==> src/verilog/pvc_pkg.sv <==
/*
  Shared constants of the protocol VLAN classifier: register map,
  field positions, reset values and key limits.
  Assumes a 32-bit register port and at most 32 ingress ports.
*/
`default_nettype none

package pvc_pkg;

  ////////////////////////////////////////////////////////////////
  // Widths
  localparam int PVC_ADDR_W = 8;
  localparam int PVC_DATA_W = 32;
  localparam int PVC_ETYPE_W = 16;
  localparam int PVC_VID_W = 12;
  localparam int PVC_PRIO_W = 3;
  localparam int PVC_PORT_W = 5;
  localparam int PVC_NUM_ENT = 16;
  localparam int PVC_NUM_PORT = 28;

  ////////////////////////////////////////////////////////////////
  // Register offsets
  localparam logic [7:0] PVC_OFF_CTRL = 8'h00;
  localparam logic [7:0] PVC_OFF_INDEX = 8'h04;
  localparam logic [7:0] PVC_OFF_ENTA = 8'h08;
  localparam logic [7:0] PVC_OFF_ENTB = 8'h0C;
  localparam logic [7:0] PVC_OFF_CMD = 8'h10;
  localparam logic [7:0] PVC_OFF_STAT = 8'h14;

  ////////////////////////////////////////////////////////////////
  // Field positions
  localparam int PVC_CTRL_DOT1Q = 0;
  localparam int PVC_ENTA_ETYPE_LSB = 0;
  localparam int PVC_ENTA_PORT_LSB = 16;
  localparam int PVC_ENTA_IPSEL = 30;
  localparam int PVC_ENTA_ACTIVE = 31;
  localparam int PVC_ENTB_VID_LSB = 0;
  localparam int PVC_ENTB_PRIO_LSB = 12;
  localparam int PVC_ENTB_MARK = 16;
  localparam int PVC_ENTB_VALID = 17;
  localparam int PVC_CMD_COMMIT = 0;
  localparam int PVC_CMD_LOAD = 1;
  localparam int PVC_CMD_DELETE = 2;
  localparam int PVC_CMD_SAVE = 3;
  localparam int PVC_STAT_OK = 0;
  localparam int PVC_STAT_ETYPE = 1;
  localparam int PVC_STAT_VID = 2;
  localparam int PVC_STAT_PORT = 3;
  localparam int PVC_STAT_CNT_LSB = 8;

  ////////////////////////////////////////////////////////////////
  // Reset values and keys
  localparam logic PVC_RST_DOT1Q = 1'b0;
  localparam logic [15:0] PVC_ETYPE_MIN = 16'h0600;
  localparam logic [15:0] PVC_ETYPE_IP = 16'h0800;

endpackage : pvc_pkg

`default_nettype wire

==> src/verilog/pvc_key_check.sv <==
/*
  Admission check of a staged protocol entry before it is written.
  Assumes the static VLAN table answers vid_known_i combinationally.
*/
`default_nettype none

module pvc_key_check
  import pvc_pkg::*;
(
  input wire logic [pvc_pkg::PVC_ETYPE_W-1:0] etype_i, // Key
  input wire logic vid_known_i, // VID in static table
  input wire logic port_member_i, // Port in static VLAN
  output logic bad_etype_o, // Key in refused range
  output logic bad_vid_o, // VID undefined
  output logic bad_port_o, // Port not a member
  output logic ok_o // Entry acceptable
);

  always_comb begin
    bad_etype_o = etype_i < PVC_ETYPE_MIN; // see RL7
    bad_vid_o = !vid_known_i; // see RL9
    bad_port_o = !port_member_i; // see RL6
    ok_o = !(bad_etype_o || bad_vid_o || bad_port_o);
  end

endmodule : pvc_key_check

`default_nettype wire

==> src/verilog/pvc_first_hit.sv <==
/*
  Picks the lowest-index set bit of a hit vector.
  Assumes a purely combinational use inside one clock cycle.
*/
`default_nettype none

module pvc_first_hit #(
  parameter int N = 16,
  parameter int W = 4
) (
  input wire logic [N-1:0] hit_i, // One bit per entry
  output logic found_o, // Any bit set
  output logic [W-1:0] idx_o // Lowest set index
);

  always_comb begin
    found_o = 1'b0;
    idx_o = '0;
    for (int i = N - 1; i >= 0; i--) begin
      if (hit_i[i]) begin
        found_o = 1'b1;
        idx_o = W'(i);
      end
    end
  end

endmodule : pvc_first_hit

`default_nettype wire

==> src/verilog/pvc_classifier.sv <==
/*
  Protocol VLAN classifier at switch ingress, with its entry table
  and register port.
  Assumes frame descriptors synchronous to clk_sys_i, the port's
  default VID on frm_vid_i for untagged frames, and a static VLAN
  table that answers vid_known_i for vid_chk_o in the same cycle.
*/
// The address map and strobed register access were left to the implementer.
// What this block does
// RL1: Matching untagged frame on port gets entry VLAN
// RL2: Tagged frames keep their VLAN, untagged classified
// RL3: Table used only in 802.1Q tagged mode
// RL4: Matching frame also gets entry priority
// RL5: Inactive entries stay stored but never match
// RL6: Entry port must be static VLAN member
// RL7: Ethernet types 0x0000-0x05ff refused as keys
// RL8: Key is Ethernet type; IP selects 0800
// RL9: Entry VID must exist in static table
// RL10: Indexed entries readable and rewritable by index
// RL11: Edits live in volatile flops; save separate
// RL12: Delete removes all marked entries at once
// RL13: Priority is three bits, 0 to 7
`default_nettype none

module pvc_classifier
  import pvc_pkg::*;
#(
  parameter int NUM_ENT = pvc_pkg::PVC_NUM_ENT,
  parameter int NUM_PORT = pvc_pkg::PVC_NUM_PORT
) (
  input wire logic clk_sys_i, // 250 MHz clock
  input wire logic nrst_i, // Async reset, low
  input wire logic [pvc_pkg::PVC_ADDR_W-1:0] reg_addr_i, // Register address
  input wire logic [pvc_pkg::PVC_DATA_W-1:0] reg_wdata_i, // Write data
  input wire logic reg_we_i, // Write strobe
  input wire logic reg_re_i, // Read strobe
  output logic [pvc_pkg::PVC_DATA_W-1:0] reg_rdata_o, // Read data
  input wire logic [NUM_PORT-1:0] port_member_i, // Static VLAN members
  output logic [pvc_pkg::PVC_VID_W-1:0] vid_chk_o, // VID to look up
  input wire logic vid_known_i, // VID exists
  output logic nv_save_o, // Save request pulse
  input wire logic frm_valid_i, // Frame descriptor valid
  input wire logic [pvc_pkg::PVC_PORT_W-1:0] frm_port_i, // Ingress port
  input wire logic frm_tagged_i, // Frame has VLAN tag
  input wire logic [pvc_pkg::PVC_ETYPE_W-1:0] frm_etype_i, // Ethernet type
  input wire logic [pvc_pkg::PVC_VID_W-1:0] frm_vid_i, // Tag or default VID
  input wire logic [pvc_pkg::PVC_PRIO_W-1:0] frm_prio_i, // Tag or default prio
  output logic cls_valid_o, // Result valid
  output logic cls_hit_o, // Protocol entry matched
  output logic [pvc_pkg::PVC_VID_W-1:0] cls_vid_o, // Resulting VID
  output logic [pvc_pkg::PVC_PRIO_W-1:0] cls_prio_o // Resulting priority
);

  localparam int IDX_W = (NUM_ENT > 1) ? $clog2(NUM_ENT) : 1;
  localparam int CNT_W = $clog2(NUM_ENT + 1);

  ////////////////////////////////////////////////////////////////
  // Helpers

  function automatic logic port_in(
    input logic [PVC_PORT_W-1:0] p,
    input logic [NUM_PORT-1:0] m
  );
    logic r;
    r = 1'b0;
    for (int k = 0; k < NUM_PORT; k++) begin
      if (PVC_PORT_W'(k) == p) begin
        r = m[k];
      end
    end
    return r;
  endfunction : port_in

  function automatic logic sel(
    input logic [PVC_ADDR_W-1:0] a,
    input logic [7:0] off
  );
    return a == off;
  endfunction : sel

  ////////////////////////////////////////////////////////////////
  // Storage

  logic dot1q_q;
  logic [IDX_W-1:0] idx_q;
  logic stg_act_q;
  logic stg_ip_q;
  logic stg_mark_q;
  logic [PVC_PORT_W-1:0] stg_port_q;
  logic [PVC_ETYPE_W-1:0] stg_etype_q;
  logic [PVC_VID_W-1:0] stg_vid_q;
  logic [PVC_PRIO_W-1:0] stg_prio_q;
  logic [NUM_ENT-1:0] ent_valid_q;
  logic [NUM_ENT-1:0] ent_act_q;
  logic [NUM_ENT-1:0] ent_mark_q;
  logic [NUM_ENT-1:0] ent_ip_q;
  logic [PVC_PORT_W-1:0] ent_port_q [NUM_ENT];
  logic [PVC_ETYPE_W-1:0] ent_etype_q [NUM_ENT];
  logic [PVC_VID_W-1:0] ent_vid_q [NUM_ENT];
  logic [PVC_PRIO_W-1:0] ent_prio_q [NUM_ENT];
  logic st_ok_q;
  logic st_etype_q;
  logic st_vid_q;
  logic st_port_q;
  logic nv_save_q;
  logic [PVC_DATA_W-1:0] rdata_q;
  logic cls_valid_q;
  logic cls_hit_q;
  logic [PVC_VID_W-1:0] cls_vid_q;
  logic [PVC_PRIO_W-1:0] cls_prio_q;

  ////////////////////////////////////////////////////////////////
  // Decode

  logic wr_ctrl;
  logic wr_idx;
  logic wr_enta;
  logic wr_entb;
  logic do_commit;
  logic do_load;
  logic do_delete;
  logic do_save;
  logic [PVC_ETYPE_W-1:0] stg_key;
  logic chk_etype;
  logic chk_vid;
  logic chk_port;
  logic chk_ok;

  assign wr_ctrl = reg_we_i && sel(reg_addr_i, PVC_OFF_CTRL);
  assign wr_idx = reg_we_i && sel(reg_addr_i, PVC_OFF_INDEX);
  assign wr_enta = reg_we_i && sel(reg_addr_i, PVC_OFF_ENTA);
  assign wr_entb = reg_we_i && sel(reg_addr_i, PVC_OFF_ENTB);
  assign do_commit = reg_we_i && sel(reg_addr_i, PVC_OFF_CMD) && reg_wdata_i[PVC_CMD_COMMIT];
  assign do_load = reg_we_i && sel(reg_addr_i, PVC_OFF_CMD) && reg_wdata_i[PVC_CMD_LOAD];
  assign do_delete = reg_we_i && sel(reg_addr_i, PVC_OFF_CMD) && reg_wdata_i[PVC_CMD_DELETE];
  assign do_save = reg_we_i && sel(reg_addr_i, PVC_OFF_CMD) && reg_wdata_i[PVC_CMD_SAVE];

  // IP selection overrides the typed key
  assign stg_key = stg_ip_q ? PVC_ETYPE_IP : stg_etype_q; // see RL8

  pvc_key_check u_check (
    .etype_i(stg_key),
    .vid_known_i(vid_known_i),
    .port_member_i(port_in(stg_port_q, port_member_i)),
    .bad_etype_o(chk_etype),
    .bad_vid_o(chk_vid),
    .bad_port_o(chk_port),
    .ok_o(chk_ok)
  );

  ////////////////////////////////////////////////////////////////
  // Control registers

  always_ff @(posedge clk_sys_i or negedge nrst_i) begin
    if (!nrst_i) begin
      dot1q_q <= PVC_RST_DOT1Q;
      idx_q <= '0;
    end else begin
      if (wr_ctrl) begin
        dot1q_q <= reg_wdata_i[PVC_CTRL_DOT1Q];
      end
      if (wr_idx) begin
        idx_q <= reg_wdata_i[IDX_W-1:0];
      end
    end
  end

  ////////////////////////////////////////////////////////////////
  // Staging entry: written by software or loaded by index

  always_ff @(posedge clk_sys_i or negedge nrst_i) begin
    if (!nrst_i) begin
      stg_act_q <= 1'b0;
      stg_ip_q <= 1'b0;
      stg_mark_q <= 1'b0;
      stg_port_q <= '0;
      stg_etype_q <= '0;
      stg_vid_q <= '0;
      stg_prio_q <= '0;
    end else if (do_load) begin // see RL10
      stg_act_q <= ent_act_q[idx_q];
      stg_ip_q <= ent_ip_q[idx_q];
      stg_mark_q <= ent_mark_q[idx_q];
      stg_port_q <= ent_port_q[idx_q];
      stg_etype_q <= ent_etype_q[idx_q];
      stg_vid_q <= ent_vid_q[idx_q];
      stg_prio_q <= ent_prio_q[idx_q];
    end else begin
      if (wr_enta) begin
        stg_etype_q <= reg_wdata_i[PVC_ENTA_ETYPE_LSB +: PVC_ETYPE_W];
        stg_port_q <= reg_wdata_i[PVC_ENTA_PORT_LSB +: PVC_PORT_W];
        stg_ip_q <= reg_wdata_i[PVC_ENTA_IPSEL];
        stg_act_q <= reg_wdata_i[PVC_ENTA_ACTIVE];
      end
      if (wr_entb) begin
        stg_vid_q <= reg_wdata_i[PVC_ENTB_VID_LSB +: PVC_VID_W];
        stg_prio_q <= reg_wdata_i[PVC_ENTB_PRIO_LSB +: PVC_PRIO_W]; // see RL13
        stg_mark_q <= reg_wdata_i[PVC_ENTB_MARK];
      end
    end
  end

  ////////////////////////////////////////////////////////////////
  // Entry table in run-time flops; lost at power down

  always_ff @(posedge clk_sys_i or negedge nrst_i) begin
    if (!nrst_i) begin
      ent_valid_q <= '0;
      ent_act_q <= '0;
      ent_mark_q <= '0;
      ent_ip_q <= '0;
      for (int i = 0; i < NUM_ENT; i++) begin
        ent_port_q[i] <= '0;
        ent_etype_q[i] <= '0;
        ent_vid_q[i] <= '0;
        ent_prio_q[i] <= '0;
      end
    end else begin
      if (do_delete) begin
        ent_valid_q <= ent_valid_q & ~ent_mark_q; // see RL12
        ent_mark_q <= '0;
      end
      if (do_commit && chk_ok) begin // see RL11
        ent_valid_q[idx_q] <= 1'b1;
        ent_act_q[idx_q] <= stg_act_q; // see RL5
        ent_mark_q[idx_q] <= stg_mark_q;
        ent_ip_q[idx_q] <= stg_ip_q;
        ent_port_q[idx_q] <= stg_port_q;
        ent_etype_q[idx_q] <= stg_key;
        ent_vid_q[idx_q] <= stg_vid_q;
        ent_prio_q[idx_q] <= stg_prio_q;
      end
    end
  end

  ////////////////////////////////////////////////////////////////
  // Commit status and save request

  always_ff @(posedge clk_sys_i or negedge nrst_i) begin
    if (!nrst_i) begin
      st_ok_q <= 1'b0;
      st_etype_q <= 1'b0;
      st_vid_q <= 1'b0;
      st_port_q <= 1'b0;
      nv_save_q <= 1'b0;
    end else begin
      nv_save_q <= do_save; // see RL11
      if (do_commit) begin
        st_ok_q <= chk_ok;
        st_etype_q <= chk_etype; // see RL7
        st_vid_q <= chk_vid; // see RL9
        st_port_q <= chk_port; // see RL6
      end
    end
  end

  ////////////////////////////////////////////////////////////////
  // Register read

  logic [CNT_W-1:0] used_cnt;
  logic [PVC_DATA_W-1:0] rd_d;

  always_comb begin
    used_cnt = '0;
    for (int i = 0; i < NUM_ENT; i++) begin
      used_cnt = used_cnt + CNT_W'(ent_valid_q[i]);
    end
  end

  always_comb begin
    rd_d = '0;
    unique case (reg_addr_i)
      PVC_OFF_CTRL: rd_d[PVC_CTRL_DOT1Q] = dot1q_q;
      PVC_OFF_INDEX: rd_d[IDX_W-1:0] = idx_q;
      PVC_OFF_ENTA: begin // see RL10
        rd_d[PVC_ENTA_ETYPE_LSB +: PVC_ETYPE_W] = stg_etype_q;
        rd_d[PVC_ENTA_PORT_LSB +: PVC_PORT_W] = stg_port_q;
        rd_d[PVC_ENTA_IPSEL] = stg_ip_q;
        rd_d[PVC_ENTA_ACTIVE] = stg_act_q;
      end
      PVC_OFF_ENTB: begin
        rd_d[PVC_ENTB_VID_LSB +: PVC_VID_W] = stg_vid_q;
        rd_d[PVC_ENTB_PRIO_LSB +: PVC_PRIO_W] = stg_prio_q;
        rd_d[PVC_ENTB_MARK] = stg_mark_q;
        rd_d[PVC_ENTB_VALID] = ent_valid_q[idx_q];
      end
      PVC_OFF_STAT: begin
        rd_d[PVC_STAT_OK] = st_ok_q;
        rd_d[PVC_STAT_ETYPE] = st_etype_q;
        rd_d[PVC_STAT_VID] = st_vid_q;
        rd_d[PVC_STAT_PORT] = st_port_q;
        rd_d[PVC_STAT_CNT_LSB +: CNT_W] = used_cnt;
      end
      default: rd_d = '0;
    endcase
  end

  always_ff @(posedge clk_sys_i or negedge nrst_i) begin
    if (!nrst_i) begin
      rdata_q <= '0;
    end else begin
      rdata_q <= reg_re_i ? rd_d : '0;
    end
  end

  ////////////////////////////////////////////////////////////////
  // Frame classification

  logic [NUM_ENT-1:0] hit;
  logic hit_any;
  logic [IDX_W-1:0] hit_idx;
  logic classify;

  // Only untagged frames in tagged VLAN mode from member ports
  assign classify = dot1q_q && !frm_tagged_i // see RL2, RL3
    && port_in(frm_port_i, port_member_i); // see RL6

  always_comb begin
    for (int i = 0; i < NUM_ENT; i++) begin
      hit[i] = classify && ent_valid_q[i] && ent_act_q[i] // see RL5
        && ent_port_q[i] == frm_port_i
        && ent_etype_q[i] == frm_etype_i; // see RL1, RL8
    end
  end

  pvc_first_hit #(
    .N(NUM_ENT),
    .W(IDX_W)
  ) u_pick (
    .hit_i(hit),
    .found_o(hit_any),
    .idx_o(hit_idx)
  );

  always_ff @(posedge clk_sys_i or negedge nrst_i) begin
    if (!nrst_i) begin
      cls_valid_q <= 1'b0;
      cls_hit_q <= 1'b0;
      cls_vid_q <= '0;
      cls_prio_q <= '0;
    end else begin
      cls_valid_q <= frm_valid_i;
      if (frm_valid_i) begin
        cls_hit_q <= hit_any;
        if (hit_any) begin
          cls_vid_q <= ent_vid_q[hit_idx]; // see RL1
          cls_prio_q <= ent_prio_q[hit_idx]; // see RL4
        end else begin
          cls_vid_q <= frm_vid_i; // see RL2
          cls_prio_q <= frm_prio_i;
        end
      end else begin
        cls_hit_q <= 1'b0;
      end
    end
  end

  ////////////////////////////////////////////////////////////////
  // Outputs

  assign reg_rdata_o = rdata_q;
  assign vid_chk_o = stg_vid_q;
  assign nv_save_o = nv_save_q;
  assign cls_valid_o = cls_valid_q;
  assign cls_hit_o = cls_hit_q;
  assign cls_vid_o = cls_vid_q;
  assign cls_prio_o = cls_prio_q;

endmodule : pvc_classifier

`default_nettype wire

==> config.mk <==
export PLATFORM = sky130hd
export DESIGN_NAME = pvc_classifier
export DESIGN_NICKNAME = d
export VERILOG_FILES = /design/src/verilog/pvc_pkg.sv /design/src/verilog/pvc_key_check.sv /design/src/verilog/pvc_first_hit.sv /design/src/verilog/pvc_classifier.sv
export SDC_FILE = /design/constraint.sdc
export NUM_CORES = 2
export LEC_CHECK = 0
export ABC_AREA = 1
export BUFFER_PORTS_ARGS = -buffer_cell sky130_fd_sc_hd__buf_2
export CORE_MARGIN = 2
export CORE_UTILIZATION = 45
export DETAILED_ROUTE_END_ITERATION = 10
export GPL_TIMING_DRIVEN = 0
export SLEW_MARGIN = 10
export SYNTH_ARGS = -nofsm -noshare
export SYNTH_HDL_FRONTEND = slang
export SYNTH_SLANG_ARGS = --single-unit
==> constraint.sdc <==
create_clock -name clk_sys_i -period 8.6 [get_ports clk_sys_i]
set_input_delay 1.29 -clock clk_sys_i [delete_from_list [all_inputs] [get_ports clk_sys_i]]
set_output_delay 1.29 -clock clk_sys_i [all_outputs]
set_load 0.005 [all_outputs]
* Yosys cells after proc, flatten, opt, wreduce, memory -nomap -nowiden *
Index checks and enable logic that the tools add are counted.

storage, ports and cells
  bits of input ports = 111
  register bits = 738

cells by class
  add/subtract/negate cells = 15
  reductions and logical operators = 89
  bitwise gates (word level) = 5
  order comparisons = 6
  equal/unequal tests = 91
  muxes and demuxes = 163

operators with widths
  operator                                                               number
  256-bit bitwise mux                                                    1
  16-bit equality test                                                   16
  192-bit bitwise mux                                                    1
  16-bit two-way mux                                                     10
  5-bit equality test (first input constant)                             24
  12-bit binary-select mux with 4-bit select                             2
  12-bit two-way mux                                                     8
  1-bit two-way mux                                                      85
  80-bit bitwise mux                                                     1
  4-bit by 5-bit equality test with 1-bit output (first input constant)  16
  5-bit equality test                                                    16
  1-bit logical AND                                                      78
  16-bit binary-select mux with 4-bit select                             1
  16-bit demux with 4-bit select                                         1
  4-bit two-way mux                                                      16
  5-bit by 1-bit adder with 5-bit output                                 11
  16-bit bitwise mux                                                     3
  48-bit bitwise mux                                                     1
  12-bit demux with 4-bit select                                         1
  3-bit by 5-bit equality test with 1-bit output (first input constant)  8
  32-bit two-way mux                                                     1
  3-bit two-way mux                                                      9
  5-bit two-way mux                                                      5
  3-bit binary-select mux with 4-bit select                              2
  other kinds (34)                                                       52

* Depth between registers and ports, before layout *
  word-level depth = 55
  mapped depth = 41
  mapped depth without buffers = 41

* Hierarchy *
A second synthesis with hierarchy kept.

second synthesis, totals
  cells, all modules = 4691
  area, all modules = 38320.5 um2

modules (own cells, without submodules)
  module          times used  cells each  area each (um2)
  pvc_classifier  1           4631        38067.8
  pvc_first_hit   1           49          209.0
  pvc_key_check   1           11          43.8

* Least setup slack after synthesis *
OpenSTA, ideal clock, no wires.

  path type = input -> register
  from = input frm_port_i[1] in the netlist's numbering
  to = register cls_vid_q[2] (netlist: cls_vid_o[2])
  data required time = 8484 ps
  arrival = 4063 ps
  buffers on the path = 5
  slack = 4420 ps
  stages = 26
  cell sequence = buf_4 > inv_2 > buf_2 > a22o_1 > or4_1 > a211oi_1 > nand4_1 > nand2_1 > nand2_1 > nand2_1 > nand2_1 > nand2_1 > nand2_1 > nand2_1 > nand2_1 > a21boi_1 > nand2_1 > buf_2 > buf_2 > buf_4 > nand3_1 > nand3_1 > nand3_1 > nand3_1 > nand2_1 > nand2_1

between the ends
  cells in the longest elaborated chain, start to end = 55
  elaborated cells between the ends (all ways) = 174
  classes of those cells = eq/ne: 43; mux: 64; bitwise: 1; reduce/logical: 66

ends and longest elaborated chain
  item                                                    RTL line               RTL
  start: declaration                                      pvc_classifier.sv:43   input wire logic [pvc_pkg::PVC_PORT_W-1:0] frm_port_i,
  5-bit logical NOT                                       pvc_classifier.sv:67   if (PVC_PORT_W'(k) == p) begin
  1-bit two-way mux (28 in a row)                         pvc_classifier.sv:67
  1-bit logical AND                                       pvc_classifier.sv:316  && port_in(frm_port_i, port_member_i);
  1-bit logical AND (2 in a row)                          pvc_classifier.sv:320  hit[i] = classify && ent_valid_q[i] && ent_act_q[i]
  1-bit logical AND                                       pvc_classifier.sv:321  && ent_port_q[i] == frm_port_i
  1-bit logical AND                                       pvc_classifier.sv:322  && ent_etype_q[i] == frm_etype_i;
  4-bit two-way mux (16 in a row)                         pvc_first_hit.sv:20    if (hit_i[i]) begin
  4-bit inverter with 5-bit output (not written as such)  pvc_classifier.sv:346  cls_vid_q <= ent_vid_q[hit_idx];
  12-bit binary-select mux with 4-bit select              pvc_classifier.sv:346
  12-bit two-way mux (not written as such) (2 in a row)   pvc_classifier.sv:346
  12-bit two-way mux (*)                                  pvc_classifier.sv:345  if (hit_any) begin
  end signal: assignment                                  pvc_classifier.sv:346
  end signal: assignment                                  pvc_classifier.sv:349  cls_vid_q <= frm_vid_i;
  end: declaration                                        pvc_classifier.sv:109  logic [PVC_VID_W-1:0] cls_vid_q;

Mark *: on every way between the ends. The rest lies on a longest branch, timed or not. The select of a mux whose other input is x is not followed.
A chain may end at the register's enable or synchronous reset.

* Final worst setup path *
  from = input frm_port_i[3] in the netlist's numbering
  to = register cls_vid_q[0] (netlist: cls_vid_o[0])

Same word-level chain as after synthesis.

==> run metrics <==
drt drc=0; most frequent cells after synthesis=2433 x nand2_1, 729 x dfrtp_1, 418 x inv_1; Pleak=roughly 23 nW; number of synthesized flops with an enable pin=0; Clock Tree Buf Depth=3; drt via density=6.569; max-slew violations=47; Overflow after GRT=0; number of global-route vias before repair=about 43000; critical path's slowest cell=clkbuf_1; Clock transition at path regs=approximately 0.060 ns; DR vias=about 48000; DRT iter0 DRCs=around 8500; Worst Setup SP=frm_port_i[3]; final-report setup violation count=0; Inserted Clock Buffers=between 80 and 90; R2R setup slack=2.66 ns; leading register cell type out of synthesis=dfrtp_1; fmax=139.9 MHz; max_cap viols=9; Final Cell Area=47080 um2; gr usage total=52.78%; failing checks=capacitance limit, slew limit; Routed Antenna Nets=0; Buf/Inv on CP=5; first drt pass iteration count=9; largest net degree at the start of global routing=104; Worst Skew=between 0.02 and 0.03 ns; CTS tree=built; setup bufs post-CTS=0; Synth-to-Final Area Change=14.11%; Synth area leader=dfrtp_1; CP Class=input pin to register; CP max FO=10; delay-heaviest family, CP=simple AND/OR/NAND/NOR gates; R2R Path Start=idx_q[1]; cts hold-fix bufs=0; count leader, synth=nand2_1; RSZ-0062 raised after global routing=false; worst hold path class=input pin to asynchronous set/reset pin; layout cells sized above 1=under 10%; Synth cell types=60; DR WL/cell=~35 um; Worst Path Arrival=a little under 8 ns; die area=94130 um2; Stages on worst setup path=29; row cnt=roughly 110; Slew headroom=-7.788%; I/O Pins=about 170; Finished Layout Cells=7262; worst skew pair latency=approximately 0.71 ns; fin nets=around 6100; Mapped Area=~41000 um2; CP endpoint=cls_vid_o[0]; DP HPWL=around 190000 um; CTS root buf=clkbuf_16; final wirelength=about 250000 um; Crit path top cell by count=nand2_1; GPL Wtd Cong=about 1.1; synth warn=0; syn_area_per_cell=7.200 um2; clock sinks=roughly 730; share of the synthesized area in the top cell type=between 40 and 50%; storage element area=between 15000 and 20000 um2; fraction of registers with async set/reset=100.0%; top cells by area, synth=dfrtp_1 44%, nand2_1 22%, nand3_1 3.8%; Reg2Reg Depth=9; Slew @ Worst Pin=1.617 ns; RR Endpoint=ent_port_q[25]; Starting Density=around 45%; Final Hold Violating Endpoints=0; die width=between 300 and 400 um; Req. time, crit path=9.23 ns; status=complete, but fails checks; filler instances=just over 9000; sequential cell area fraction in the yosys report=44.21%; PwrDens=between 150 and 200 nW/um2; initial antenna violation count=19; final worst path period share=between 80% and 90%; Synth Register Bits=729; die height=roughly 300 um; Max stage delay on crit path=about 0.95 ns; htree depth=3; Final Critical Period=7.147 ns; area of the multi-input gates=slightly below 20000 um2; port bufs=146; Crit. End Element=register; Placed Cells incl. Taps=7086; cts repair resizes=0; setup TNS=0 ns; Std-Cell Core Area=91250 um2; cells after synthesis=5731; first-pass GRT wire length=around 340000 um; maximum vdd drop=0.1788 mV; Placement Cell Area=between 40000 and 50000 um2; critical path launch point type=input pin
worst min path at each step:
| stage | start | endpoint | depth (start not counted) |
|---|---|---|---|
| detailed placement | ent_vid_q[108] | ent_vid_q[108] | 2 |
| finish | nrst_i | ent_port_q[3] | 1 |
| CTS | nrst_i | ent_port_q[4] | 1 |
| floorplan | ent_etype_q[137] | ent_etype_q[137] | 2 |
| global placement | ent_vid_q[128] | ent_vid_q[128] | 2 |
| global route | nrst_i | ent_port_q[4] | 1 |
layout make-up:
| class | instances | share of cell area (%) |
|---|---|---|
| Antenna cell | 16 | 0.08504 |
| Buffer | 415 | 4.039 |
| Tap cell | 1186 | 3.152 |
| Timing Repair Buffer | 161 | 2.190 |
| Sequential cell | 729 | 38.75 |
| Multi-Input combinational cell | 4145 | 41.48 |
| Inverter | 450 | 3.593 |
| Clock inverter | 46 | 1.507 |
| Clock buffer | 114 | 5.206 |
cell usage in the layout, fill, tap and decap left out, types with 13 or more instances in the layout:
master / Yosys / final
nand2_1: 2433 / 2433
dfrtp_1: 729 / 729
inv_1: 418 / 418
nand3_1: 317 / 317
buf_2: 99 / 249
o21ai_0: 209 / 208
o22ai_1: 201 / 201
nor2_1: 205 / 199
clkbuf_1: 192 / 189
a22oi_1: 181 / 181
a21oi_1: 107 / 107
clkbuf_16: 0 / 89
buf_1: 82 / 74
nand4_1: 64 / 64
nor4_1: 46 / 44
o221ai_1: 43 / 43
xor2_1: 41 / 41
buf_4: 33 / 35
a221oi_1: 31 / 31
a22o_1: 29 / 29
or2_2: 27 / 27
inv_2: 24 / 24
nor3_1: 24 / 23
o211ai_1: 20 / 20
clkbuf_2: 0 / 20
a211oi_1: 19 / 19
diode_2: 0 / 16
clkinv_2: 0 / 16
o21ai_1: 14 / 15
bufinv_16: 0 / 15
xnor2_1: 14 / 14
clkbuf_8: 0 / 13
through the flow:
step	hold WS (ns)	worst slack, ns	power [mW]	util, %
detailed placement	0.4581	1.459	4.399	48.07
global route	0.3894	1.605	8.671	51.56
global placement	0.4538	-9.913	4.383	47.68
CTS	0.3661	2.152	8.475	51.54
finish	0.3795	1.453	8.606	51.60
floorplan	0.4419	4.420	3.852	-
kinds of logic (layout without fill, tap and decap cells):
| family | Yosys count | count (layout) | synth area share, % |
|---|---|---|---|
| xor gates and xnor gates | 55 | 55 | 1.167 |
| DFF | 729 | 729 | 44.21 |
| other | 1 | 25 | 0.009088 |
| buffers and inverters | 865 | 1186 | 8.639 |
| AOI/OAI and AO/OA | 899 | 899 | 14.18 |
| and+or+nand+nor | 3167 | 3167 | 31.16 |
| adders and majority gates | 15 | 15 | 0.6368 |
registers in the layout (all words and copies together), names as in the netlist, 5 cells and up:
name / flops
ent_act_q: 16
cls_vid_o: 12
ent_prio_q: 48
reg_rdata_o: 23
ent_etype_q: 256
ent_mark_q: 16
ent_ip_q: 16
stg_port_q: 5
ent_vid_q: 192
ent_valid_q: 16
stg_etype_q: 16
vid_chk_o: 12
ent_port_q: 80
metal layers:
| metal | GRT usage [%] | wire (um) |
|---|---|---|
| met5 | 1.654 | 306 |
| met4 | 35.72 | 21070 |
| met3 | 26.44 | 41490 |
| met2 | 71.29 | 98570 |
| met1 | 65.25 | 92400 |
power breakdown:
part	switching, mW	internal (mW)
combinational	0.797	0.144
clock	1.71	2.47
sequential	0.0233	3.46
Power figures use the tool's default switching activity.
